[config.mk]
export PLATFORM = sky130hd
export DESIGN_NAME = stlc_config_regs
export DESIGN_NICKNAME = d
export VERILOG_FILES = /design/src/design/stlc_pkg.sv /design/src/design/stlc_gap_watch.sv /design/src/design/stlc_config_regs.sv
export SDC_FILE = /design/constraint.sdc
export NUM_CORES = 1
export LEC_CHECK = 0
export BUFFER_PORTS_ARGS = -buffer_cell sky130_fd_sc_hd__buf_2
export CORE_UTILIZATION = 44
export DETAILED_ROUTE_END_ITERATION = 8
export PLACE_DENSITY_LB_ADDON = 0.15
export SETUP_SLACK_MARGIN = 0.2
export SYNTH_ARGS = -nofsm -noshare
export SYNTH_HDL_FRONTEND = slang
export SYNTH_SLANG_ARGS = --single-unit
[constraint.sdc]
create_clock -name mclk -period 4.2 [get_ports mclk]
set_input_delay 0 -clock mclk [delete_from_list [all_inputs] [get_ports mclk]]
set_output_delay 0 -clock mclk [all_outputs]
set_load 0.01 [all_outputs]
[src/design/stlc_pkg.sv]
package stlc_pkg;

	// ----------------------------------------------------------------
	// Register word indices on the internal register port.
	// ----------------------------------------------------------------
	localparam logic [9:0] SERIAL_PORT_SETUP_ADDR     = 10'h1a9;
	localparam logic [9:0] TRACE_BEGIN_POINT_ADDR     = 10'h1aa;
	localparam logic [9:0] TRACE_END_POINT_ADDR       = 10'h1ab;
	localparam logic [9:0] TRACE_SETUP_ADDR           = 10'h1ac;
	localparam logic [9:0] WRITE_PROTECT_CONTROL_ADDR = 10'h1ad;
	localparam logic [9:0] UNLOCK_KEY_ADDR            = 10'h1af;

	// ----------------------------------------------------------------
	// Field positions and reset values.
	// ----------------------------------------------------------------
	localparam int          SLEW_BIT         = 7;
	localparam int          BURST_FMT_BIT    = 6;
	localparam int          BAD_FRAME_IRQ_BIT = 5;
	localparam int          GAP_LSB          = 0;
	localparam int          GAP_W            = 5;
	localparam logic [4:0]  GAP_RESET        = 5'h0a;
	localparam logic [7:0]  SERIAL_SETUP_RESET = 8'h0a;
	localparam int          ADDR_W           = 10;
	localparam int          TRACE_RUN_BIT    = 15;
	localparam int          CORE_SEL_LSB     = 8;
	localparam int          TAIL_LSB         = 0;
	localparam logic [7:0]  TAIL_ENDLESS     = 8'hff;
	localparam logic [15:0] UNLOCK_KEY       = 16'h1337;
	localparam int          NUM_RAMS         = 3;
	localparam int          RAM_ADDR_W       = 10;
	localparam logic [9:0]  TAIL_GUARD_SPAN  = 10'h010;

	// ----------------------------------------------------------------
	// Gap watchdog unit length in system clocks.
	// ----------------------------------------------------------------
	localparam logic [20:0] GAP_UNIT_CYCLES  = 21'h008000;

	// Trace unit phases.
	typedef enum logic [1:0] {
		TR_IDLE = 2'b00,
		TR_SYNC = 2'b01,
		TR_RUN  = 2'b10,
		TR_TAIL = 2'b11
	} stlc_phase_type;

endpackage

[src/design/stlc_gap_watch.sv]
`timescale 1ns/100ps
// Counts chip-select idle time inside a format A burst and flags overrun.
module stlc_gap_watch (
	input  wire logic                         mclk,
	input  wire logic                         rst_n,
	input  wire logic                         enable,
	input  wire logic                         cs_idle_in_burst,
	input  wire logic [stlc_pkg::GAP_W-1:0]   gap_limit,
	output logic                              gap_expired
);
	import stlc_pkg::*;

	// ----------------------------------------------------------------
	// Idle counter.
	// ----------------------------------------------------------------
	logic [25:0] idle_cnt_ff;   // Cycles spent idle so far.
	logic [25:0] limit_cycles;  // (limit + 1) * 32768.

	assign limit_cycles = {(6'(gap_limit) + 6'h01), 20'h00000} >> 5;

	// Counter restarts whenever the select comes back or watching stops.
	always_ff @(posedge mclk or negedge rst_n) begin
		if (!rst_n) begin
			idle_cnt_ff <= 26'h0000000;
			gap_expired <= 1'b0;
		end else if (!enable || !cs_idle_in_burst) begin
			idle_cnt_ff <= 26'h0000000;
			gap_expired <= 1'b0;
		end else if (idle_cnt_ff >= limit_cycles - 26'h0000001) begin
			// Pulse once per overrun, then hold the count.
			gap_expired <= (idle_cnt_ff == limit_cycles - 26'h0000001);
			idle_cnt_ff <= limit_cycles;
		end else begin
			idle_cnt_ff <= idle_cnt_ff + 26'h0000001;
			gap_expired <= 1'b0;
		end
	end

endmodule

[src/design/stlc_config_regs.sv]
`timescale 1ns/100ps
// How it works
// - slew bit picks slow or fast output edges.
// - format bit picks burst format A or B.
// - bad frame raises interrupt when enabled.
// - format A gap limited to (limit+1)*32768 clocks.
// - format may change any time while unlocked, no reset.
// - idle trace sends sync at start address.
// - trace phase ends at stop address.
// - run bit starts trace; clearing halts immediately.
// - run bit clears itself after all phases.
// - three-bit select picks traced core.
// - tail phase lasts tail-length clocks.
// - tail 255 traces endlessly until run cleared.
// - locked registers readable, writes ignored.
// - lock set by write, cleared only by key.
// - global lock blocks writes to lockable bits.
// - each guard protects last 16 RAM addresses.
// - each guard locks itself, independent of global.
// - correct key clears all three guards too.
// - key value 1337h clears the lock.
module stlc_config_regs (
	input  wire logic                          mclk,
	input  wire logic                          rst_n,
	// Register port.
	input  wire logic                          reg_wr,
	input  wire logic                          reg_rd,
	input  wire logic [stlc_pkg::ADDR_W-1:0]   reg_addr,
	input  wire logic [15:0]                   reg_wdata,
	output logic      [15:0]                   reg_rdata,
	// Serial port controls.
	output logic                               slew_fast,
	output logic                               burst_fmt_b,
	input  wire logic                          bad_frame,
	output logic                               bad_frame_irq,
	input  wire logic                          cs_idle_in_burst,
	output logic                               gap_timeout,
	// Program counters of the six cores.
	input  wire logic [15:0]                   core_program_counter_0,
	input  wire logic [15:0]                   core_program_counter_1,
	input  wire logic [15:0]                   core_program_counter_2,
	input  wire logic [15:0]                   core_program_counter_3,
	input  wire logic [15:0]                   core_program_counter_4,
	input  wire logic [15:0]                   core_program_counter_5,
	// Trace unit status.
	output logic                               trace_sync_pulse,
	output logic                               trace_active,
	output logic [1:0]                         trace_phase,
	output logic [2:0]                         target_core_sel,
	// Write protection.
	output logic                               device_locked,
	input  wire logic [stlc_pkg::NUM_RAMS-1:0]  ram_wr,
	input  wire logic [stlc_pkg::RAM_ADDR_W-1:0] ram_wr_addr,
	input  wire logic [stlc_pkg::RAM_ADDR_W-1:0] ram_top_addr,
	output logic      [stlc_pkg::NUM_RAMS-1:0]   ram_wr_allow,
	output logic                               ram1_tail_guard,
	output logic                               ram2_tail_guard,
	output logic                               ram3_tail_guard
);
	import stlc_pkg::*;

	// ----------------------------------------------------------------
	// Storage.
	// ----------------------------------------------------------------
	// Register fields.
	logic [7:0]           serial_setup_ff;  // Slew, format, irq enable, gap limit.
	logic [9:0]           begin_point_ff;   // Trace start address.
	logic [9:0]           end_point_ff;     // Trace stop address.
	logic                 run_ff;           // Trace run bit.
	logic [2:0]           core_sel_ff;      // Traced core code.
	logic [7:0]           tail_len_ff;      // Tail phase length.
	logic                 lock_ff;          // Global write lock.
	logic [NUM_RAMS-1:0]  guard_ff;         // Per-RAM tail guards.

	// Sequencer state.
	stlc_phase_type       phase_ff;         // Trace phase.
	logic [7:0]           tail_cnt_ff;      // Tail cycles elapsed.

	// Flags and derived signals.
	logic                 irq_ff;           // Bad-frame interrupt request.
	logic [15:0]          rdata_ff;         // Read data register.
	logic [15:0]          sel_pc;           // Program counter of traced core.
	logic                 key_ok;           // Correct unlock key written.
	logic                 gap_pulse;        // Watchdog overrun.
	logic                 tail_done;        // Tail count has run out.
	logic                 halt_wr;          // Write that clears the run bit.

	// Register write decode, used for every register.
	function automatic logic wr_hit(input logic [ADDR_W-1:0] a);
		wr_hit = reg_wr && (reg_addr == a);
	endfunction

	// Kept in a process so that it wakes on the strobe
	// and address that the decode function reads.
	always_comb begin
		key_ok    = wr_hit(UNLOCK_KEY_ADDR) && (reg_wdata == UNLOCK_KEY);
		// A run bit written low sends the sequencer to idle.
		halt_wr   = wr_hit(TRACE_SETUP_ADDR) && !reg_wdata[TRACE_RUN_BIT];
		// A tail length of zero ends after one cycle.
		tail_done = (phase_ff == TR_TAIL) && (tail_len_ff != TAIL_ENDLESS) &&
		            ((tail_cnt_ff >= tail_len_ff - 8'h01) || (tail_len_ff == 8'h00));
	end

	// ----------------------------------------------------------------
	// Serial port setup; every bit here is lockable.
	// ----------------------------------------------------------------
	always_ff @(posedge mclk or negedge rst_n) begin
		if (!rst_n) begin
			// Gap limit ten, other bits clear.
			serial_setup_ff <= SERIAL_SETUP_RESET;
		end else if (wr_hit(SERIAL_PORT_SETUP_ADDR) && !lock_ff) begin
			// Format may be rewritten at any time while unlocked; it takes effect at once.
			serial_setup_ff <= reg_wdata[7:0];
		end
	end

	// Both act on the edge after the write.
	assign slew_fast   = serial_setup_ff[SLEW_BIT];
	assign burst_fmt_b = serial_setup_ff[BURST_FMT_BIT];

	// ----------------------------------------------------------------
	// Bad-frame interrupt; an event beats a clearing read.
	// ----------------------------------------------------------------
	always_ff @(posedge mclk or negedge rst_n) begin
		if (!rst_n) begin
			// No request after reset.
			irq_ff <= 1'b0;
		end else if ((bad_frame || gap_pulse) && serial_setup_ff[BAD_FRAME_IRQ_BIT]) begin
			// A new event wins over a read.
			irq_ff <= 1'b1;
		end else if (!serial_setup_ff[BAD_FRAME_IRQ_BIT]) begin
			// Disabling drops a pending request.
			irq_ff <= 1'b0;
		end else if (reg_rd && reg_addr == SERIAL_PORT_SETUP_ADDR) begin
			// Reading the setup register acknowledges the request.
			irq_ff <= 1'b0;
		end
	end

	assign bad_frame_irq = irq_ff;

	// ----------------------------------------------------------------
	// Gap watchdog, only meaningful in format A.
	// ----------------------------------------------------------------
	// Format B has no gap limit.
	stlc_gap_watch u_gap (
		.mclk             (mclk),
		.rst_n            (rst_n),
		.enable           (!burst_fmt_b),
		.cs_idle_in_burst (cs_idle_in_burst),
		.gap_limit        (serial_setup_ff[GAP_LSB +: GAP_W]),
		.gap_expired      (gap_pulse)
	);

	// The overrun also raises the request.
	assign gap_timeout = gap_pulse;

	// ----------------------------------------------------------------
	// Trace addresses; not lockable.
	// ----------------------------------------------------------------
	always_ff @(posedge mclk or negedge rst_n) begin
		if (!rst_n) begin
			// Both points start at zero.
			begin_point_ff <= 10'h000;
			end_point_ff   <= 10'h000;
		end else begin
			// Never locked, so tracing stays usable.
			if (wr_hit(TRACE_BEGIN_POINT_ADDR)) begin
				begin_point_ff <= reg_wdata[9:0];
			end
			if (wr_hit(TRACE_END_POINT_ADDR)) begin
				end_point_ff <= reg_wdata[9:0];
			end
		end
	end

	// ----------------------------------------------------------------
	// Traced core selection.
	// ----------------------------------------------------------------
	// Only the low ten counter bits are compared.
	// Codes six and seven trace nothing useful.
	always_comb begin
		unique case (core_sel_ff)
			3'h0:    sel_pc = core_program_counter_0;
			3'h1:    sel_pc = core_program_counter_1;
			3'h2:    sel_pc = core_program_counter_2;
			3'h3:    sel_pc = core_program_counter_3;
			3'h4:    sel_pc = core_program_counter_4;
			3'h5:    sel_pc = core_program_counter_5;
			default: sel_pc = 16'h0000;  // Unused codes trace nothing real.
		endcase
	end

	// ----------------------------------------------------------------
	// Trace setup fields; run bit also cleared by the sequencer.
	// ----------------------------------------------------------------
	always_ff @(posedge mclk or negedge rst_n) begin
		if (!rst_n) begin
			// Stopped, core zero, no tail.
			run_ff      <= 1'b0;
			core_sel_ff <= 3'h0;
			tail_len_ff <= 8'h00;
		end else if (wr_hit(TRACE_SETUP_ADDR)) begin
			run_ff      <= reg_wdata[TRACE_RUN_BIT];
			core_sel_ff <= reg_wdata[CORE_SEL_LSB +: 3];
			tail_len_ff <= reg_wdata[TAIL_LSB +: 8];
		end else if (tail_done) begin
			// Run bit drops with the phase.
			run_ff <= 1'b0;
		end
	end

	// ----------------------------------------------------------------
	// Trace sequencer.
	// ----------------------------------------------------------------
	always_ff @(posedge mclk or negedge rst_n) begin
		if (!rst_n) begin
			// Idle, tail count cleared.
			phase_ff    <= TR_IDLE;
			tail_cnt_ff <= 8'h00;
		end else if (!run_ff || halt_wr) begin
			// A run bit written low stops output on that same edge.
			phase_ff    <= TR_IDLE;
			tail_cnt_ff <= 8'h00;
		end else begin
			unique case (phase_ff)
				TR_IDLE: begin
					// Wait for the start point.
					if (sel_pc[9:0] == begin_point_ff) begin
						phase_ff <= TR_SYNC;
					end
				end
				TR_SYNC: begin
					// One cycle marks the sync code launch.
					phase_ff <= TR_RUN;
				end
				TR_RUN: begin
					// Trace until the stop point.
					if (sel_pc[9:0] == end_point_ff) begin
						phase_ff    <= TR_TAIL;
						tail_cnt_ff <= 8'h00;
					end
				end
				TR_TAIL: begin
					// An endless tail holds until software stops it.
					if (tail_len_ff == TAIL_ENDLESS) begin
						phase_ff <= TR_TAIL;
					end else if (tail_done) begin
						phase_ff <= TR_IDLE;
					end else begin
						// One more tail cycle.
						tail_cnt_ff <= tail_cnt_ff + 8'h01;
					end
				end
			endcase
		end
	end

	// Status follows the phase register, active also gated by the run bit; core select comes from its field.
	assign trace_sync_pulse = (phase_ff == TR_SYNC);
	assign trace_active     = (phase_ff != TR_IDLE) && run_ff;
	assign trace_phase      = phase_ff;
	assign target_core_sel  = core_sel_ff;

	// ----------------------------------------------------------------
	// Global lock: settable by write, cleared only by the key.
	// ----------------------------------------------------------------
	always_ff @(posedge mclk or negedge rst_n) begin
		if (!rst_n) begin
			// Unlocked after reset.
			lock_ff <= 1'b0;
		end else if (key_ok) begin
			// The key beats a lock write.
			lock_ff <= 1'b0;
		end else if (wr_hit(WRITE_PROTECT_CONTROL_ADDR) && reg_wdata[0]) begin
			// A zero in bit 0 leaves the lock alone.
			lock_ff <= 1'b1;
		end
	end

	assign device_locked = lock_ff;

	// ----------------------------------------------------------------
	// RAM tail guards, each locked by itself once set.
	// ----------------------------------------------------------------
	// One guard flop per RAM.
	genvar gi;
	generate
		for (gi = 0; gi < NUM_RAMS; gi++) begin : g_guard
			always_ff @(posedge mclk or negedge rst_n) begin
				if (!rst_n) begin
					// All guards open after reset.
					guard_ff[gi] <= 1'b0;
				end else if (key_ok) begin
					guard_ff[gi] <= 1'b0;
				end else if (wr_hit(WRITE_PROTECT_CONTROL_ADDR) && !guard_ff[gi] &&
				             reg_wdata[gi+1]) begin
					// A set guard ignores writes.
					guard_ff[gi] <= 1'b1;
				end
			end

			// Writes into the top sixteen words are refused while guarded.
			assign ram_wr_allow[gi] = ram_wr[gi] && !(guard_ff[gi] &&
				(ram_wr_addr > ram_top_addr - TAIL_GUARD_SPAN) &&
				(ram_wr_addr <= ram_top_addr));
		end
	endgenerate

	// Guard bits sit above the lock bit.
	assign ram1_tail_guard = guard_ff[0];
	assign ram2_tail_guard = guard_ff[1];
	assign ram3_tail_guard = guard_ff[2];

	// ----------------------------------------------------------------
	// Read path, one cycle after the strobe; reads ignore locks.
	// ----------------------------------------------------------------
	always_ff @(posedge mclk or negedge rst_n) begin
		if (!rst_n) begin
			// Zero until the first read.
			rdata_ff <= 16'h0000;
		end else if (reg_rd) begin
			// Locks never hide a register.
			unique case (reg_addr)
				SERIAL_PORT_SETUP_ADDR:     rdata_ff <= {8'h00, serial_setup_ff};
				TRACE_BEGIN_POINT_ADDR:     rdata_ff <= {6'h00, begin_point_ff};
				TRACE_END_POINT_ADDR:       rdata_ff <= {6'h00, end_point_ff};
				TRACE_SETUP_ADDR:           rdata_ff <= {run_ff, 4'h0, core_sel_ff,
				                                         tail_len_ff};
				WRITE_PROTECT_CONTROL_ADDR: rdata_ff <= {12'h000, guard_ff, lock_ff};
				// Unmapped words read as zero.
				default:                    rdata_ff <= 16'h0000;
			endcase
		end
	end

	// Data holds until the next read.
	assign reg_rdata = rdata_ff;

endmodule

# Word-level counts from Yosys, hierarchy flattened
# Index checks and enable logic that the tools add are counted.
dict set report totals {
  regBits 98
  latchBits 0
  ramBits 0
  romBits 0
  input_bits 151
  output_inout_bits 34
  elab_cells 138
  mem_count 0
}
dict set report op_classes {
  n_addsub 6
  mul 0
  div 0
  n_lt_le_gt_ge 4
  n_eq_ne 26
  shifts 0
  muxes 30
  n_bitwise 0
  n_reduce_logical 56
}
# operator n
set op_table {}
lappend op_table {{case mux 16 bit (5 select lines)} 1}
lappend op_table {{== test 10 x 9 -> 1 bit, second input constant} 6}
lappend op_table {{case mux 10 bit (6 select lines)} 1}
lappend op_table {{2-to-1 mux 26 bit} 2}
lappend op_table {{2-to-1 mux 8 bit} 4}
lappend op_table {{logical AND 1 bit} 30}
lappend op_table {{adder 26 x 1 -> 26 bit, second input constant} 1}
lappend op_table {{== test 26 bit} 1}
lappend op_table {{>= comparator 26 bit} 1}
lappend op_table {{subtractor 21 x 1 -> 22 bit, second input constant} 1}
lappend op_table {{== test 10 bit} 2}
lappend op_table {{== test 16 x 13 -> 1 bit, second input constant} 1}
lappend op_table {{case mux 8 bit (2 select lines)} 1}
lappend op_table {{2-to-1 mux 1 bit} 15}
lappend op_table {{nonzero test 2 bit} 6}
lappend op_table {{> comparator 10 bit} 1}
lappend op_table {{<= comparator 10 bit} 1}
lappend op_table {{logical NOT 1 bit} 10}
lappend op_table {{2-to-1 mux 2 bit} 5}
lappend op_table {{subtractor 10 x 5 -> 10 bit, second input constant} 1}
lappend op_table {{!= test 3 bit, second input constant} 3}
lappend op_table {{adder 8 x 1 -> 8 bit, second input constant} 1}
lappend op_table {{== test 8 bit, second input constant} 1}
lappend op_table {{>= comparator 8 bit} 1}
lappend op_table {{19 further kinds} 25}

# Logic depth before layout (Yosys ltp)
dict set report depth {
  depth_word 8
  depth_mapped 16
  ltp_nobuf 15
}

# Modules after synthesis
# A second synthesis with hierarchy kept.
dict set report unflattened {
  hier_cells 680
  area_unflattened_um2 6439.9
}
# mod instances cells_each area_each_um2 seq_area_each_um2
set modules_own_cells {}
lappend modules_own_cells {stlc_config_regs 1 492 4705.8 1679.1}
lappend modules_own_cells {stlc_gap_watch 1 188 1734.2 675.6}

# Least setup slack after synthesis
# OpenSTA, ideal clock, no wires.
dict set report synth_timing {
  path_type {register to register}
  startpoint {reg serial_setup_ff[1]}
  endpoint {reg u_gap.idle_cnt_ff[10]}
  setup_time_ns 0.072
  arrival_ns 2.949
  t_required_ns 4.128
  path_slack_ns 1.178
  path_stages_with_launch 17
  n_path_buf 1
  period_less_slack_ns 3.022
  path_cell_list {dfstp_2 > ha_1 > nand2_1 > nor2_1 > nor2_1 > o21ai_0 > nand2_1 > xor2_1 > ha_1 > a21o_1 > a21o_1 > a211oi_1 > o21a_1 > o221ai_1 > or2_2 > clkbuf_1 > nor2_1}
}
dict set report synth_via {
  elab_chain_cells 5
}
# element line_no
set synth_lines {}
lappend synth_lines {{start: declaration} stlc_config_regs.sv:66} ;# logic [7:0] serial_setup_ff;
lappend synth_lines {{start signal: assignment} stlc_config_regs.sv:113} ;# serial_setup_ff <= reg_wdata[7:0];
lappend synth_lines {{adder 5 x 1 -> 6 bit} stlc_gap_watch.sv:19} ;# assign limit_cycles = {(6'(gap_limit) + 6'h01), 20'h00000} >> 5;
lappend synth_lines {{subtractor 21 x 1 -> 22 bit} stlc_gap_watch.sv:29} ;# end else if (idle_cnt_ff >= limit_cycles - 26'h0000001) begin
lappend synth_lines {{>= comparator 26 bit} stlc_gap_watch.sv:29}
lappend synth_lines {{2-to-1 mux 26 bit} stlc_gap_watch.sv:29}
lappend synth_lines {{2-to-1 mux 26 bit} stlc_gap_watch.sv:26} ;# end else if (!enable || !cs_idle_in_burst) begin
lappend synth_lines {{end signal: assignment} stlc_gap_watch.sv:32} ;# idle_cnt_ff <= limit_cycles;
lappend synth_lines {{end signal: assignment} stlc_gap_watch.sv:34} ;# idle_cnt_ff <= idle_cnt_ff + 26'h0000001;
lappend synth_lines {{end: declaration} stlc_gap_watch.sv:16} ;# logic [25:0] idle_cnt_ff;
# No other way between the ends.
# A chain may end at the register's enable or synchronous reset.

# Worst setup path in the final report
dict set report layout_timing {
  startpoint {reg serial_setup_ff[1]}
  endpoint {reg u_gap.idle_cnt_ff[13]}
}
# Same word-level chain as after synthesis.

==> flow_metrics.env <==
export IMPL_grt_antenna_before_repair=1
export IMPL_peakVddDrop_uv=256
export IMPL_ant_nets=0
export IMPL_numClockSinks=94
export IMPL_rows=44
export IMPL_die_w_um=124
export IMPL_synth_warnings=0
export IMPL_p_clk_share_pct=37.6
export IMPL_core_um2=14500
export IMPL_p_int_mw=1.62
export IMPL_grt_pass1_wl_mm=26.0
export IMPL_final_cell_area_um2=7790
export IMPL_outcome="finished clean"
export IMPL_syn_area_um2=6510
export IMPL_worst_pin_slew_ns=0.952
export IMPL_grt_max_degree=52
export IMPL_slew_violations=0
export IMPL_ios=185
export IMPL_clk_latency_ns=0.35
export IMPL_cpPeakStageDelay_ns=0.58
export IMPL_layout_common_cells="143 x buf_2, 92 x dfrtp_1, 63 x nor2_1"
export IMPL_postCtsSetupRepairBufs=0
export IMPL_route_detailed_drc=0
export IMPL_clock_path_buffers=2
export IMPL_dp_worst_setup_slack_ns=0.819
export IMPL_p_per_area_nw_per_um2=295
export IMPL_cpMostUsedCell="nor2_1"
export IMPL_critPathRequiredTime_ns=4.48
export IMPL_cts_root_buffer="clkbuf_16"
export IMPL_skew_ns=0.0108
export IMPL_dr_pass1_iters=5
export IMPL_synth_edf_count=0
export IMPL_async_flop_share_pct=100
export IMPL_mostFrequentLayoutCell="buf_2"
export IMPL_syn_inst=680
export IMPL_overflow=0
export IMPL_crit_path_end_kind="register"
export IMPL_worstSetupPathType="reg -> reg"
export IMPL_syn_to_final_growth_pct=19.7
export IMPL_p_comb_share_pct=19.1
export IMPL_min_period_ns=3.40
export IMPL_fin_nets=1021
export IMPL_crit_path_start_kind="register"
export IMPL_place_gp_congestion=0.867
export IMPL_cts_resized_gates=0
export IMPL_wl_mm=16.4
export IMPL_routedWlPerCell_um=16.1
export IMPL_slew_headroom_pct=36.5
export IMPL_crit_chain="ha_1 > nand2_1 > nor2_1 > nor2_1 > o21ai_0 > nand2_1 > xor2_1 > ha_1 > a21o_1 > a21o_1 > a211oi_1 > o21a_1 > o221ai_1 > buf_4 > or2_2 > nor2_1"
export IMPL_hold_viol_final=0
export IMPL_ys_ff_latch=94
export IMPL_crit_slowest_cell="dfstp_2"
export IMPL_post_dp_cell_area_um2=7340
export IMPL_ff2ff_setup_slack_ns=0.80
export IMPL_numCtsBuffers=9
export IMPL_drv_cap=0
export IMPL_dp_cells=987
export IMPL_final_setup_viol_count=0
export IMPL_rsz0062_at_grt="no"
export IMPL_arrival_ns=3.68
export IMPL_fp_dieH_um=124
export IMPL_dp_hpwl_mm=12.6
export IMPL_final_layout_size_suffix_gt1_share_pct=26.5
export IMPL_fin_crit_sh_pct=80.9
export IMPL_min_path_type="in -> reg"
export IMPL_swShare_pct=29.4
export IMPL_dieArea_um2=15300
export IMPL_drtIter0Drc=201
export IMPL_synthDistinctLibCells=72
export IMPL_synthFlopType="dfrtp_1"
export IMPL_cp_num_buf_inv=1
export IMPL_final_cells=1018
export IMPL_port_buffers=144
export IMPL_initial_core_util_pct=45.0
export IMPL_clk_pin_slew_worst_paths_ns=0.08
export IMPL_max_freq_ghz=0.294
export IMPL_groute_usage_overall_pct=22.3
export IMPL_fin_ws_ns=0.804
export IMPL_leakage_nw=3.76
export IMPL_final_core_util_pct=53.8
export IMPL_vias=5639
export IMPL_fin_tns_setup_ns=0
export IMPL_p_seq_share_pct=43.2
export IMPL_crit_family="compound AO/OA/AOI/OAI gates"
export IMPL_p_switching_mw=0.676
export IMPL_viasPerCell=5.54
export IMPL_worstPathMaxFanout=20
export IMPL_syn_area_per_cell_um2=9.57
export IMPL_cts_tree="built"
export IMPL_htree_levels=3
export IMPL_grt_pass1_vias=5323
export IMPL_ys_seq_area_share_pct=36.2
-- per-layer routing --
metal  share of wire (%)  global-route usage [%]  vias to the layer above  wire length [um]
li1                    -                       -                     2760                 -
met5                   0                       0                        -                 0
met4                 3.0                    10.1                        0               490
met3                 4.6                    3.75                       32               762
met1                  44                    27.8                     2701              7200
met2                  49                    37.5                      146              7980
-- Yosys cell counts, types with 10 or more instances --
library cell,count,share of area [%]
a211oi_1,11,1.3
a21boi_0,10,1.2
a21o_1,10,1.2
a21oi_1,21,1.6
a222oi_1,10,1.5
clkbuf_1,13,0.75
dfrtp_1,92,35
ha_1,42,8.1
inv_1,41,2.4
mux2_2,38,6.6
mux2i_1,19,2.9
nand2_1,46,2.7
nand3_1,32,2.5
nand4_1,17,1.6
nor2_1,63,3.6
nor3_1,14,1.1
o21ai_0,20,1.5
xnor2_1,30,4.0
xor2_1,28,3.8
-- cell families after synthesis --
family | count (synthesis) | synth area share, %
compound gates | 132 | 14.9
other cells | 1 | 0.0576
fa+ha+maj | 42 | 8.07
simple gates | 224 | 17.8
xor+xnor | 58 | 7.80
flops | 94 | 36.2
mux | 59 | 10.2
buf+inv | 70 | 4.96
-- registers in the layout, summed over array words and instances, names as in the netlist, 2 cells and up --
register           count
begin_point_ff        10
end_point_ff          10
reg_rdata             12
serial_setup_ff        8
tail_cnt_ff            8
tail_len_ff            8
target_core_sel        3
trace_phase            2
u_gap.idle_cnt_ff     26
-- final timing paths --
| check | start | to | depth (start not counted) |
|---|---|---|---|
| worst max-delay path | serial_setup_ff[1]$_DFFE_PN1P_ | u_gap.idle_cnt_ff[13]$_DFF_PN0_ | 16 |
| worst min-delay path | reg_rd | reg_rdata[3]$_DFFE_PN0P_ | 2 |
| worst max register to register | serial_setup_ff[1]$_DFFE_PN1P_ | u_gap.idle_cnt_ff[13]$_DFF_PN0_ | 16 |
| worst min register to register | u_gap.gap_expired$_DFF_PN0_ | bad_frame_irq$_DFFE_PN0P_ | 1 |
| max in group asynchronous | rst_n | end_point_ff[6]$_DFFE_PN0P_ | 3 |
| min in group asynchronous | rst_n | tail_cnt_ff[4]$_DFFE_PN0P_ | 2 |
-- power groups by stage --
stage,Combinational (mW),Clock (mW),Sequential [mW]
final,0.440,0.865,0.993
after global routing,0.495,0.917,1.00
after CTS,0.443,0.881,0.993
after detailed placement,0.431,0,1.01
after global placement,0.417,0,1.01
after floorplan,0.288,0,0.995
-- through the flow --
stage | hold WS, ns | power, mW
floorplan | -0.296 | 1.28
global placement | 0.0285 | 1.43
detailed placement | 0.0313 | 1.44
CTS | 0.0535 | 2.32
global route | 0.0792 | 2.41
finish | 0.0540 | 2.30
-- what timing repair did --
action,CTS,global route
hold endpoints to repair,74,0
setup endpoints to repair,0,0
hold buffers,14,0
-- layout make-up --
type	instances	area (um2)
fill	1325	6690
multi-input combinational	519	3840
sequential	94	2350
timing repair buffer	162	893
tap	184	230
clock buffer	9	225
inverter	42	158
clock inverter	7	86.3
antenna	1	2.50
No activity file was read; power rests on OpenSTA's default activity.
